<file path="src/rtc_pkg.sv">
// Constants and types shared by the calendar clock
package rtc_pkg;
   // ----------------------------------------------------------------
   // Address map
   // ----------------------------------------------------------------
   localparam logic [4:0] ADR_HSEC = 5'h00;
   localparam logic [4:0] ADR_LAST_CNT = 5'h07;
   localparam logic [4:0] ADR_ALARM = 5'h08;
   localparam logic [4:0] ADR_LAST_ALARM = 5'h0F;
   localparam logic [4:0] ADR_INT = 5'h10;
   localparam logic [4:0] ADR_CMD = 5'h11;
   // ----------------------------------------------------------------
   // Counter indices, limits and field masks
   // ----------------------------------------------------------------
   localparam int IX_HSEC = 0;
   localparam int IX_HOUR = 1;
   localparam int IX_MIN = 2;
   localparam int IX_SEC = 3;
   localparam int IX_MONTH = 4;
   localparam int IX_DATE = 5;
   localparam int IX_YEAR = 6;
   localparam int IX_DOW = 7;
   localparam logic [7:0] MAX_HSEC = 8'h63;
   localparam logic [7:0] MAX_MS = 8'h3B;
   localparam logic [7:0] MAX_H24 = 8'h17;
   localparam logic [7:0] MAX_MONTH = 8'h0C;
   localparam logic [7:0] MAX_YEAR = 8'h63;
   localparam logic [7:0] MAX_DOW = 8'h06;
   localparam logic [4:0] NOON = 5'h0C;
   localparam int PM_BIT = 7;
   // Alarm field widths add up to 51 stored bits
   localparam logic [7:0][7:0] ALARM_MASK =
      {8'h0F, 8'h7F, 8'h3F, 8'h1F, 8'h7F, 8'h7F, 8'hFF, 8'h7F};
   localparam logic [7:0][7:0] CNT_RST =
      {8'h00, 8'h00, 8'h01, 8'h01, 8'h00, 8'h00, 8'h0C, 8'h00};
   // ----------------------------------------------------------------
   // Tick generation
   // ----------------------------------------------------------------
   localparam logic [22:0] TICK_HZ = 23'h000064;
   localparam logic [3:0][22:0] XTAL_HZ =
      {23'h400000, 23'h200000, 23'h100000, 23'h008000};
   // ----------------------------------------------------------------
   // Types
   // ----------------------------------------------------------------
   typedef struct packed {
      logic test;
      logic int_en;
      logic run;
      logic h24;
      logic [1:0] xtal;
   } cmd_t;
   typedef struct packed {
      logic pwr;
      logic osc;
      logic ale;
      logic wr;
      logic rd;
      logic cs;
      logic [4:0] addr;
      logic [7:0] data;
   } pins_t;
   typedef struct packed {
      pins_t s1;
      pins_t s2;
      logic osc_prev;
      logic rd_prev;
      logic wr_prev;
      logic [4:0] addr;
      logic [22:0] acc;
      logic [7:0][7:0] cnt;
      logic [7:0][7:0] snap;
      logic [7:0][7:0] alarm;
      cmd_t cmd;
      logic [6:0] imask;
      logic [6:0] stat;
      logic [7:0] rdata;
   } state_t;
endpackage

</file>
<file path="src/rtc_core.sv">
// Calendar clock with alarm, periodic interrupt and read snapshot
`timescale 1ns/100ps
// Overview of operation
// - Eight-bit data bus, driven on reads
// - Eight addressable read/write time counters
// - Counters advance from divided oscillator tick
// - Four crystal choices give one tick rate
// - Multiplexed address captured by latch strobe
// - Hundredths to 99 years, year wraps
// - Hour counter in 12 or 24 format
// - Month lengths and leap day automatic
// - Periodic interrupt at six selectable rates
// - 51-bit alarm memory written by processor
// - Alarm interrupt when time equals alarm
// - Status register shows interrupt source
// - Supply loss blocks bus, time continues
// - Reading hundredths snapshots all counters
// - Snapshot held until next hundredths read
// - Write-only command register at 0x11
// - Command bits: test, irq, run, 24h, crystal
// - Counters at 0x00-0x07, alarm from 0x08
module rtc_core
   import rtc_pkg::*;
(
   input wire logic ref_clk,
   input wire logic srst,
   input wire logic cs_n,
   input wire logic rd_n,
   input wire logic wr_n,
   input wire logic ale,
   input wire logic [4:0] addr,
   input wire logic [7:0] data_i,
   output logic [7:0] data_o,
   output logic data_oe,
   input wire logic osc_in,
   input wire logic power_fail,
   output logic irq_o,
   output logic int_source_o
);
   // ----------------------------------------------------------------
   // Helpers
   // ----------------------------------------------------------------
   // Returns {carry, next}; out-of-range values also wrap to lo
   function automatic logic [8:0] step(input logic [7:0] v,
      input logic [7:0] lo, input logic [7:0] hi);
      if (v >= hi) begin
         step = {1'b1, lo};
      end else begin
         step = {1'b0, v + 8'h01};
      end
   endfunction

   function automatic logic [7:0] month_days(input logic [7:0] mo,
      input logic [7:0] yr);
      unique case (mo)
         8'h02: month_days = (yr[1:0] == 2'h0) ? 8'h1D : 8'h1C;
         8'h04, 8'h06, 8'h09, 8'h0B: month_days = 8'h1E;
         default: month_days = 8'h1F;
      endcase
   endfunction

   localparam state_t ST_RST = '{cnt: CNT_RST, default: '0};

   state_t q, d;
   logic rd_act, wr_act, rd_go, wr_go, tick, alarm_hit;
   logic c_hs, c_s, c_m, c_h;
   logic [5:0] per;
   logic [7:0][7:0] t;
   logic [8:0] r;
   logic [4:0] hr;

   // ----------------------------------------------------------------
   // Next-state logic
   // ----------------------------------------------------------------
   always_comb begin
      d = q;
      r = '0;
      hr = '0;
      c_hs = 1'b0;
      c_s = 1'b0;
      c_m = 1'b0;
      c_h = 1'b0;
      alarm_hit = 1'b0;
      // Every bus, oscillator and supply pin goes through two flops before it is used
      d.s1 = '{pwr: power_fail, osc: osc_in, ale: ale, wr: ~wr_n,
         rd: ~rd_n, cs: ~cs_n, addr: addr, data: data_i};
      d.s2 = q.s1;
      rd_act = q.s2.rd & q.s2.cs & ~q.s2.pwr;
      wr_act = q.s2.wr & q.s2.cs & ~q.s2.pwr;
      rd_go = rd_act & ~q.rd_prev;
      // Data is taken at the end of strobe; a supply loss that cuts a
      // strobe short must not commit it
      wr_go = ~wr_act & q.wr_prev & ~q.s2.pwr;
      d.rd_prev = rd_act;
      d.wr_prev = wr_act;
      // Transparent while strobe is high; holding it high gives direct
      // addressing, a pulse captures a multiplexed address
      if (q.s2.ale) begin
         d.addr = q.s2.addr;
      end

      // Fractional divide: exact 100 Hz average from any crystal
      tick = 1'b0;
      d.osc_prev = q.s2.osc;
      if (q.s2.osc & ~q.osc_prev) begin
         if (q.acc + TICK_HZ >= XTAL_HZ[q.cmd.xtal]) begin
            d.acc = q.acc + TICK_HZ - XTAL_HZ[q.cmd.xtal];
            tick = q.cmd.run;
         end else begin
            d.acc = q.acc + TICK_HZ;
         end
         if (q.cmd.test) begin
            tick = q.cmd.run;
         end
      end

      // Counter cascade
      t = q.cnt;
      if (tick) begin
         r = step(t[IX_HSEC], 8'h00, MAX_HSEC);
         {c_hs, t[IX_HSEC]} = r;
         if (c_hs) begin
            r = step(t[IX_SEC], 8'h00, MAX_MS);
            {c_s, t[IX_SEC]} = r;
         end
         if (c_s) begin
            r = step(t[IX_MIN], 8'h00, MAX_MS);
            {c_m, t[IX_MIN]} = r;
         end
         if (c_m) begin
            if (q.cmd.h24) begin
               r = step(t[IX_HOUR], 8'h00, MAX_H24);
               {c_h, t[IX_HOUR]} = r;
            end else begin
               hr = t[IX_HOUR][4:0];
               if (hr >= NOON || hr == 5'h00) begin
                  t[IX_HOUR][4:0] = 5'h01;
               end else begin
                  t[IX_HOUR][4:0] = hr + 5'h01;
                  if (hr == NOON - 5'h01) begin
                     c_h = t[IX_HOUR][PM_BIT];
                     t[IX_HOUR][PM_BIT] = ~t[IX_HOUR][PM_BIT];
                  end
               end
            end
         end
         if (c_h) begin
            r = step(t[IX_DOW], 8'h00, MAX_DOW);
            t[IX_DOW] = r[7:0];
            r = step(t[IX_DATE], 8'h01,
               month_days(t[IX_MONTH], t[IX_YEAR]));
            t[IX_DATE] = r[7:0];
            if (r[8]) begin
               r = step(t[IX_MONTH], 8'h01, MAX_MONTH);
               t[IX_MONTH] = r[7:0];
               if (r[8]) begin
                  r = step(t[IX_YEAR], 8'h00, MAX_YEAR);
                  t[IX_YEAR] = r[7:0];
               end
            end
         end
         alarm_hit = 1'b1;
         for (int i = 0; i < 8; i++) begin
            if ((t[i] & ALARM_MASK[i]) != (q.alarm[i] & ALARM_MASK[i]))
            begin
               alarm_hit = 1'b0;
            end
         end
      end
      d.cnt = t;
      per = {c_h, c_m, c_s, c_hs,
         tick && (t[IX_HSEC] % 8'h0A == 8'h00), tick};

      // Status: a read clears it, a new event in that cycle still sets
      if (rd_go && q.addr == ADR_INT) begin
         d.stat = '0;
      end
      d.stat = d.stat | {per, alarm_hit};

      // Snapshot and read data; reads are fixed at strobe start
      if (rd_go) begin
         if (q.addr == ADR_HSEC) begin
            d.snap = q.cnt;
            d.rdata = q.cnt[IX_HSEC];
         end else if (q.addr <= ADR_LAST_CNT) begin
            d.rdata = q.snap[q.addr[2:0]];
         end else if (q.addr <= ADR_LAST_ALARM) begin
            d.rdata = q.alarm[q.addr[2:0]] & ALARM_MASK[q.addr[2:0]];
         end else if (q.addr == ADR_INT) begin
            d.rdata = {|(q.stat & q.imask), q.stat};
         end else begin
            d.rdata = '0; // Command register is write-only
         end
      end

      // Writes come last so they override a same-cycle increment
      if (wr_go) begin
         if (q.addr <= ADR_LAST_CNT) begin
            d.cnt[q.addr[2:0]] = q.s2.data;
         end else if (q.addr <= ADR_LAST_ALARM) begin
            d.alarm[q.addr[2:0]] = q.s2.data;
         end else if (q.addr == ADR_INT) begin
            d.imask = q.s2.data[6:0];
         end else if (q.addr == ADR_CMD) begin
            d.cmd = cmd_t'(q.s2.data[5:0]);
         end
      end
   end

   always_ff @(posedge ref_clk) begin
      if (srst) begin
         q <= ST_RST;
      end else begin
         q <= d;
      end
   end

   // ----------------------------------------------------------------
   // Outputs
   // ----------------------------------------------------------------
   // Open-drain style interrupt: only asserted while enabled
   assign irq_o = q.cmd.int_en & |(q.stat & q.imask);
   assign int_source_o = q.cmd.int_en & q.stat[0] & q.imask[0];
   assign data_o = q.rdata;
   assign data_oe = rd_act;
endmodule

</file>
<file path="config.mk">
export PLATFORM = sky130hd
export DESIGN_NAME = rtc_core
export DESIGN_NICKNAME = d
export VERILOG_FILES = /design/src/rtc_pkg.sv /design/src/rtc_core.sv
export SDC_FILE = /design/constraint.sdc
export NUM_CORES = 1
export LEC_CHECK = 0
export BUFFER_PORTS_ARGS = -buffer_cell sky130_fd_sc_hd__buf_4
export CAP_MARGIN = 15
export CORE_MARGIN = 5
export CORE_UTILIZATION = 47
export CTS_CLUSTER_SIZE = 25
export DETAILED_ROUTE_END_ITERATION = 8
export PLACE_DENSITY = 0.63
export SLEW_MARGIN = 25
export SYNTH_ARGS = -nofsm -noshare
export SYNTH_HDL_FRONTEND = slang
export SYNTH_SLANG_ARGS = --single-unit
</file>
<file path="constraint.sdc">
create_clock -name ref_clk -period 16.38 [get_ports ref_clk]
set_input_delay 0.819 -clock ref_clk [delete_from_list [all_inputs] [get_ports ref_clk]]
set_output_delay 0.819 -clock ref_clk [all_outputs]
set_load 0.02 [all_outputs]
</file>
==> results_dict.tcl, run 1 <==
set metrics [dict create \
    avgSynthCellArea_sq_um 7.990 \
    synth_edf_count 0 \
    die_h_microns 189.2 \
    final.period_utilization_pct 44.54 \
    crit_fanout 29 \
    drv_cap 0 \
    htreeDepth 2 \
    drive_above_1_share_pct 9.511 \
    rsz0062_at_grt "no" \
    crit_start "q[224]$_SDFFE_PP0P_" \
    synth_top_family_by_area "simple AND/OR/NAND/NOR gates" \
    fin_tns_setup_ns 0 \
    crit_slowest_cell "mux2i_1" \
    multi_input_area_sq_um 8733 \
    drc 0 \
    period_minus_slack_ns 7.296 \
    post-place-ws_ns 9.168 \
    power_leakage_uw 0.005939 \
    post-cts-setup-buffers 0 \
    r2r-end "q[10]$_SDFF_PP0_" \
    clkTransAtPathRegs_ns 0.06 \
    fin_worst_skew_ns 0.02257 \
    p_total_uw 1511 \
    initial_core_util_pct 47.68 \
    slew_headroom_pct 30.21 \
    grt_util_all_layers_pct 25.90 \
    clock_latency_ns 0.52 \
    status "complete, no violations" \
    nets 1886 \
    via_count 13710 \
    utilization_pct 52.32 \
    synth_compound_area_share_pct 17.63 \
    grt_pass1_vias 12563 \
    cp.required_ns 16.80 \
    ys_ff_latch 283 \
    drt_iter0_drc 1521 \
    wl_mm 47.72 \
    firstDrtPassIters 5 \
    synthToLayoutAreaGrowth_pct 9.712 \
    crit_arrival_ns 7.71 \
    cpPeakStageDelay_ns 0.75 \
    synth.top_cell.area_share_pct 37.55 \
    clk_path_buf_depth 3 \
    cts_buffers 34 \
    drtAntennaViolNets 0 \
    antenna_found_initial 1 \
    place.port_buffers 31 \
    p_per_area_nw_per_um2 91.28 \
    hold_ws_ns 0.4312 \
    final_cell_mix "dfxtp_1 (279), nand2_1 (268), nor2_1 (223)" \
    grt_pass1_wl_mm 73.71 \
    synth_top_area_cell "dfxtp_1" \
    timing.rr.start "q[224]$_SDFFE_PP0P_" \
    synth_async_sr_flop_share_pct 0 \
    path_class "register to register" \
    endpoint "q[10]$_SDFF_PP0_" \
    synth_simple_gate_area_share_pct 24.28 \
    hold_viol 0 \
    seq_area_sq_um 5670 \
    vias_per_cell 6.058 \
    cts_sinks 283 \
    syn_nets 1936 \
    cts_tree "built" \
    die_w_microns 189.2 \
    synth.distinct_cells 91 \
    io_pins 32 \
    timing.fmax_ghz 0.1371 \
    synth_xor_area_share_pct 4.587 \
    hpwl_mm 32.23 \
    num_rows 65 \
    fillers 3021 \
    core-area_sq_um 31640 \
    overflow 0 \
    setup_violations 0 \
    hold_class "register to register" \
    synth_warnings 0 \
    rr_worst_depth 28 \
    max-vdd-ir-drop_v 0.00006117 \
    cts_resized 0 \
    clock_tree.root_cell "clkbuf_16" \
    n_antenna_cell 0 \
    worstMarginPinSlew_ns 1.043 \
    netlist_area_sq_um 15090 \
    synthMuxAreaShare_pct 8.866 \
    endpoint_kind "register" \
    hold_buffers 0 \
    synth-adder-area-share_pct 2.380 \
    r2r_setup_slack_ns 9.08 \
    drv_slew 0 \
    seq_area_frac_synth_pct 37.55 \
    synth-main-ff-cell "dfxtp_1" \
    fin_ws_ns 9.084 \
    wl_per_cell_microns 21.09 \
    gp_congestion 0.9534 \
    postSynthCellCount 1888 \
    synth_area_leaders "dfxtp_1 (38%), nand2_1 (6.7%), a21oi_1 (6.1%)" \
    final_common_cell "dfxtp_1" \
    design.die.area_sq_um 35780 \
    grt_max_degree 106 \
    cp-start-kind "register" \
]
[through the flow]
step	instance area [sq um]	instances
after floorplan	15090	1888
after global placement	15430	2204
after detailed placement	15430	2204
after CTS	16530	2263
after global routing	16550	2263
final	16550	2263
[cell type report]
type | count | area share [%]
clock buffers | 47 | 5.980
multi-input cells | 1433 | 52.77
clock inverters | 12 | 0.6501
repair buffers | 56 | 2.623
well taps | 402 | 3.039
inverters | 30 | 0.6804
flip-flops and latches | 283 | 34.26
[how the worst min path moves through the flow]
stage                 startpoint                 to  slack, ns  depth (start not counted)
4_1_cts                     wr_n  d[266]$_SDFF_PP0_       0.42                          2
5_1_grt                     wr_n  d[266]$_SDFF_PP0_       0.42                          2
6_report       d[266]$_SDFF_PP0_  q[266]$_SDFF_PP0_       0.43                          1
2_1_floorplan  q[269]$_SDFF_PP0_  q[248]$_SDFF_PP0_       0.41                          1
3_5_place_dp   d[269]$_SDFF_PP0_  q[269]$_SDFF_PP0_       0.43                          1
3_3_place_gp   d[269]$_SDFF_PP0_  q[269]$_SDFF_PP0_       0.42                          1
[cell usage after synthesis, types with 4 or more instances]
| cell type | count |
|---|---|
| nand2_1 | 268 |
| inv_1 | 30 |
| nand3_1 | 74 |
| o31ai_1 | 5 |
| o211ai_1 | 10 |
| nand4_1 | 18 |
| mux2_2 | 20 |
| a31oi_1 | 22 |
| a21oi_1 | 185 |
| a41oi_1 | 5 |
| nor3_1 | 45 |
| nor2b_1 | 49 |
| a211o_1 | 7 |
| a211oi_1 | 28 |
| or4_1 | 8 |
| clkbuf_1 | 108 |
| and2_1 | 13 |
| nor2_1 | 224 |
| a311oi_1 | 10 |
| buf_2 | 8 |
| a221oi_1 | 6 |
| dfxtp_1 | 283 |
| nor4_1 | 9 |
| nor4b_1 | 6 |
| nand2b_1 | 10 |
| buf_1 | 14 |
| and3_1 | 19 |
| a22oi_1 | 14 |
| xor2_1 | 37 |
| mux2i_1 | 88 |
| a22o_1 | 8 |
| ha_1 | 27 |
| buf_4 | 10 |
| or2_2 | 4 |
| xnor2_1 | 42 |
| mux4_2 | 9 |
| o21a_1 | 6 |
| or3_1 | 15 |
| o21ai_0 | 66 |
[registers in the layout, indices dropped and copies added, names as in the netlist, named ones only]
signal and cells:
d 20, data_o 8, q 251
[layer usage]
| metal | global-route usage, % | up-vias | share of wire, % |
|---|---|---|---|
| li1 | - | 6533 | - |
| met1 | 36.56 | 6521 | 44 |
| met2 | 38.36 | 544 | 43 |
| met3 | 7.117 | 110 | 9.6 |
| met4 | 8.632 | 2 | 3.4 |
| met5 | 0 | - | 0.096 |
[cells by family after synthesis]
group                      count (synthesis)
AOI/OAI and AO/OA                        418
xor gates and xnor gates                  79
DFF                                      283
and+or+nand+nor                          788
adders and majority gates                 29
buffers and inverters                    172
muxes                                    119
[power breakdown]
part | total (uW) | internal [uW] | switching, uW
Clock | 740 | 440 | 300
Sequential | 701 | 695 | 6.48
Combinational | 69.4 | 24.4 | 45.0
Total | 1510 | 1160 | 352
[critical path, delay by kind of cell, from the launching register on]
kind	cells	cell delay, ns
xor gates and xnor gates	1	0.20
DFF	1	0.59
AOI/OAI and AO/OA	11	2.18
muxes	1	0.75
adders and majority gates	4	0.95
and+or+nand+nor	9	2.08
buffers and inverters	2	0.44
Note: power is estimated with default switching activity, not from simulation.
==> run 2: changes to the inputs <==
--- a/config.mk
+++ b/config.mk
@@ -11,7 +11,7 @@
 export CORE_UTILIZATION = 47
 export CTS_CLUSTER_SIZE = 25
 export DETAILED_ROUTE_END_ITERATION = 8
-export PLACE_DENSITY = 0.63
+export PLACE_DENSITY = 0.65
 export SLEW_MARGIN = 25
 export SYNTH_ARGS = -nofsm -noshare
 export SYNTH_HDL_FRONTEND = slang
==> constraint.sdc (replaced) <==
create_clock -name ref_clk -period 6 [get_ports ref_clk]
set_input_delay 0.3 -clock ref_clk [delete_from_list [all_inputs] [get_ports ref_clk]]
set_output_delay 0.3 -clock ref_clk [all_outputs]
set_load 0.02 [all_outputs]
==> run 2 against run 1 <==
Against the previous run:
- via count grew 0.76%
- utilization rose by 1.0 points
- hold slack got worse by 0.10 ns
- first-iteration DRC count up 0.33%
==> results_dict.tcl, run 2 (synthesized netlist as in run 1, its figures left out) <==
set metrics [dict create \
    firstDrtPassIters 6 \
    n_antenna_cell 0 \
    setup_violations 0 \
    vias_per_cell 6.019 \
    synthToLayoutAreaGrowth_pct 11.83 \
    final_cell_mix "dfxtp_1 (270), nand2_1 (267), nor2_1 (223)" \
    drc 0 \
    fin_tns_setup_ns 0 \
    initial_core_util_pct 47.68 \
    drive_above_1_share_pct 11.20 \
    clk_path_buf_depth 3 \
    path_class "register to register" \
    grt_util_all_layers_pct 25.36 \
    top_register "q" \
    min_from "srst" \
    cts_sinks 283 \
    fin_worst_skew_ns 0.01150 \
    drv_slew 0 \
    final_common_cell "dfxtp_1" \
    cpPeakStageDelay_ns 0.50 \
    drt_iter0_drc 1526 \
    wl_per_cell_microns 20.57 \
    grt_max_degree 109 \
    p_per_area_nw_per_um2 232.6 \
    largest_reg_flops 251 \
    grt_pass1_wl_mm 73.17 \
    timing.fmax_ghz 0.1727 \
    hold_ws_ns 0.3304 \
    via_count 13814 \
    max-vdd-ir-drop_v 0.0001868 \
    io_pins 32 \
    final.period_utilization_pct 96.52 \
    p_total_uw 3924 \
    layout.cells.non_filler 2295 \
    cts_tree "built" \
    num_rows 65 \
    overflow 0 \
    clock_tree.root_cell "clkbuf_16" \
    crit_slowest_cell "a2111oi_0" \
    drv_cap 0 \
    worstMarginPinSlew_ns 1.092 \
    fillers 2990 \
    crit_fanout 6 \
    timing.rr.start "q[223]$_SDFFE_PP0P_" \
    antenna_found_initial 0 \
    crit_start "q[223]$_SDFFE_PP0P_" \
    hold_viol 0 \
    nets 1924 \
    place_inst 2215 \
    drtAntennaViolNets 0 \
    wl_mm 47.22 \
    core-area_sq_um 31640 \
    design.die.area_sq_um 35780 \
    hpwl_mm 31.76 \
    slew_headroom_pct 26.96 \
    htreeDepth 1 \
    die_h_microns 189.2 \
    crit_arrival_ns 6.25 \
    die_w_microns 189.2 \
    status "complete, no violations" \
    utilization_pct 53.32 \
    cts_buffers 31 \
    power_leakage_uw 0.006056 \
    gp_congestion 0.9412 \
    place.port_buffers 31 \
    cp-start-kind "register" \
    hold_class "input port to register" \
    period_minus_slack_ns 5.791 \
    grt_pass1_vias 12573 \
    clock_latency_ns 0.56 \
    cp.required_ns 6.46 \
    clkTransAtPathRegs_ns 0.06 \
    endpoint_kind "register" \
]
## run 2: cell types whose count changed in the layout (fill, tap and decap cells not counted), moves of 4 or more
| cell | change |
|---|---|
| dfxtp_2 | +5 |
| buf_4 | +23 |
| clkinv_2 | -4 |
| ha_1 | -6 |
| dfxtp_1 | -9 |
| o21ai_0 | -4 |
| dlygate4sd3_1 | +19 |
| dfxtp_4 | +4 |
## run 2: repair_timing
item / CTS / global route
buffers inserted: 0 / 11
hold buffers: 19 / 0
endpoints found under the setup margin: 1 / 1
hold endpoints to repair: 19 / 0
pin swaps: 0 / 16
resized for setup: 3 / 36
## run 2: area by class of cell
cell class	count	area, sq um	area share (%)
clock buffer	44	904.6	5.362
clock inverter	6	38.79	0.2299
inverter	30	112.6	0.6675
multi-input combinational	1433	8833	52.36
sequential	283	5692	33.74
tap	402	503.0	2.982
timing repair buffer	97	785.8	4.658
## run 2: path summary, 6_finish.rpt
kind	endpoint	slack, ns	cells past startpoint
worst max-delay path	q[10]$_SDFF_PP0_	0.21	28
worst min-delay path	q[269]$_SDFF_PP0_	0.33	2
worst max register to register	q[10]$_SDFF_PP0_	0.21	28
worst min register to register	q[269]$_SDFF_PP0_	0.43	1
## run 2: stage by stage
step	setup WS (ns)	cell area, sq um
after floorplan	0.02486	15090
after global placement	0.2037	15510
after detailed placement	-0.08552	15520
after CTS	0.05829	16660
after global routing	-0.1331	16870
final	0.2086	16870
## run 2: routing by layer
metal,up-vias,GRT usage (%),routed length (microns)
met3,92,4.240,4354
met5,-,0,0
li1,6603,-,-
met2,589,38.76,20770
met4,0,7.735,1457
met1,6530,36.77,20630
## run 2: critical path: cells and delay by family (launching register included)
family | cells | cell delay (ns)
AOI/OAI and AO/OA | 12 | 2.49
and+or+nand+nor | 7 | 1.22
adders and majority gates | 4 | 0.87
DFF | 1 | 0.37
xor gates and xnor gates | 2 | 0.32
buffers and inverters | 2 | 0.29
muxes | 1 | 0.10
## run 2: power by group
part | internal [uW] | switching, uW
registers | 1900 | 20.2
clock network | 1030 | 762
logic | 88.8 | 125
total | 3020 | 908
==> run 3: changes to the inputs <==
--- a/config.mk
+++ b/config.mk
@@ -11,6 +11,8 @@
 export CORE_UTILIZATION = 47
 export CTS_CLUSTER_SIZE = 25
 export DETAILED_ROUTE_END_ITERATION = 8
+export GPL_ROUTABILITY_DRIVEN = 0
+export MAX_ROUTING_LAYER = met4
 export PLACE_DENSITY = 0.65
 export SLEW_MARGIN = 25
 export SYNTH_ARGS = -nofsm -noshare
==> run 3 against run 2 <==
Against the previous run:
- combinational power decreased by 7%
- via count increased by 0.86%
- final cell count decreased by 0.31%
- cell area decreased by 0.12%
- maximum frequency decreased by 0.62%
- clock power increased by 17%
- die area unchanged
- utilization decreased by 0.063 points
- register-to-register slack got worse by 0.04 ns
==> results_dict.tcl, run 3 (synthesized netlist as in run 1, its figures left out) <==
set metrics [dict create \
    p_per_area_nw_per_um2 250.0 \
    clock_tree.root_cell "clkbuf_16" \
    place_inst 2209 \
    period_minus_slack_ns 5.828 \
    final_common_cell "dfxtp_1" \
    overflow 0 \
    max-vdd-ir-drop_v 0.0001784 \
    drive_above_1_share_pct 10.87 \
    wl_mm 47.68 \
    clk_path_buf_depth 3 \
    grt_pass1_wl_mm 74.06 \
    grt_max_degree 101 \
    drc 0 \
    wl_per_cell_microns 20.84 \
    die_h_microns 189.2 \
    cellInternalPower_uw 3281 \
    nets 1909 \
    cp.required_ns 6.46 \
    die_w_microns 189.2 \
    p_total_uw 4213 \
    clkPwrFrac_pct 49.7 \
    switching_share_pct 22.11 \
    cts_tree "built" \
    fillers 2963 \
    placed_cell_area_sq_um 15480 \
    firstDrtPassIters 6 \
    fin_tns_setup_ns 0 \
    cts_sinks 283 \
    hold_class "input port to register" \
    drtAntennaViolNets 0 \
    fin_ws_ns 0.1723 \
    crit_fanout 6 \
    io_pins 32 \
    synthToLayoutAreaGrowth_pct 11.69 \
    crit_start "q[223]$_SDFFE_PP0P_" \
    status "complete, no violations" \
    num_rows 65 \
    setup_violations 0 \
    design_area_sq_um 16850 \
    clkTransAtPathRegs_ns 0.06 \
    top_register "q" \
    largest_reg_flops 251 \
    cts_buffers 34 \
    power_leakage_uw 0.006056 \
    crit_arrival_ns 6.29 \
    hpwl_mm 31.96 \
    path_class "register to register" \
    grt_util_all_layers_pct 26.44 \
    design.die.area_sq_um 35780 \
    n_antenna_cell 0 \
    timing.rr.start "q[223]$_SDFFE_PP0P_" \
    clock_latency_ns 0.51 \
    final_cell_mix "dfxtp_1 (271), nand2_1 (268), nor2_1 (224)" \
    final.period_utilization_pct 97.13 \
    worstMarginPinSlew_ns 1.105 \
    cp-start-kind "register" \
    p_comb_share_pct 4.8 \
    antenna_found_initial 0 \
    switching_power_uw 931.6 \
    drv_slew 0 \
    via_count 13933 \
    hold_viol 0 \
    initial_core_util_pct 47.68 \
    endpoint_kind "register" \
    place.port_buffers 31 \
    fin_worst_skew_ns 0.01695 \
    drv_cap 0 \
    drt_iter0_drc 1640 \
    grt_pass1_vias 12708 \
    min_from "ale" \
    timing.fmax_ghz 0.1716 \
    layout.cells.non_filler 2288 \
    htreeDepth 2 \
    seqPwrFrac_pct 45.5 \
    slew_headroom_pct 26.21 \
    vias_per_cell 6.090 \
    post-place-ws_ns -0.2194 \
    core-area_sq_um 31640 \
]
-- run 3: changes by cell type in the layout (fill, tap and decap cells not counted), sizes merged --
cell,change
clkinvlp,-1
buf,-5
clkbuf,+9
dlygate4sd3,-13
bufinv,+3
inv,-1
clkinv,+1
-- run 3: critical path, stage by stage, from the launching register on --
cell and delay, ns:
dfxtp_4 0.37, a311oi_4 0.33, nor2_2 0.07, nand4_1 0.11, xor2_1 0.22, ha_2 0.22
ha_2 0.18, or4b_1 0.43, a31o_1 0.21, a221o_1 0.42, nor3_4 0.26, buf_6 0.14
nor2_4 0.04, nor2_1 0.08, a21oi_1 0.07, ha_1 0.34, a2111oi_0 0.45, o21ai_1 0.18
o211ai_4 0.14, nor2b_1 0.22, o21ai_1 0.09, o31a_1 0.15, ha_2 0.20, nor2_1 0.10
or3_1 0.15, nand3_2 0.10, a2111oi_2 0.32, a31o_1 0.19
-- run 3: layer usage --
layer | global-route usage [%] | up-vias | part of all wire (%)
li1 | - | 6582 | -
met1 | 36.56 | 6638 | 44
met2 | 40.34 | 612 | 45
met3 | 3.724 | 101 | 7.8
met4 | 8.268 | 0 | 3.3
met5 | - | - | 0
-- run 3: power groups by stage --
stage | Clock, uW | Sequential (uW) | Combinational, uW
after global placement | 0 | 1960 | 184
after detailed placement | 0 | 1960 | 186
after floorplan | 0 | 1940 | 138
after CTS | 2120 | 1920 | 190
after global routing | 2210 | 1920 | 217
final | 2090 | 1920 | 200
-- run 3: layout make-up --
| type | count | area, sq um | area share (%) |
|---|---|---|---|
| clock buffer | 53 | 1026 | 6.089 |
| clock inverter | 8 | 121.4 | 0.7203 |
| inverter | 30 | 112.6 | 0.6683 |
| multi-input combinational | 1433 | 8782 | 52.12 |
| sequential | 283 | 5683 | 33.73 |
| tap | 402 | 503.0 | 2.985 |
| timing repair buffer | 79 | 621.8 | 3.691 |
-- run 3: through the flow --
| step | hold slack, ns | util, % |
|---|---|---|
| 3_3_place_gp | 0.4209 | 48.90 |
| 5_1_grt | 0.01373 | 53.26 |
| 4_1_cts | 0.004407 | 52.79 |
| 6_report | 0.01389 | 53.26 |
| 2_1_floorplan | 0.3667 | - |
| 3_5_place_dp | 0.4246 | 48.92 |
-- run 3: final timing paths --
check | endpoint | slack (ns) | cells after the start
setup / recovery | q[10]$_SDFF_PP0_ | 0.17 | 27
hold reg to reg | q[251]$_SDFF_PP0_ | 0.43 | 1
hold / removal | d[267]$_SDFF_PP0_ | 0.01 | 2
setup reg to reg | q[10]$_SDFF_PP0_ | 0.17 | 27
-- run 3: what timing repair did --
action / CTS / global route
gates resized for setup: 4 / 24
endpoints found under the setup margin: 1 / 1
hold endpoints to repair: 6 / 0
hold buffers: 6 / 0
buffers inserted: 0 / 12
pin swaps: 0 / 12
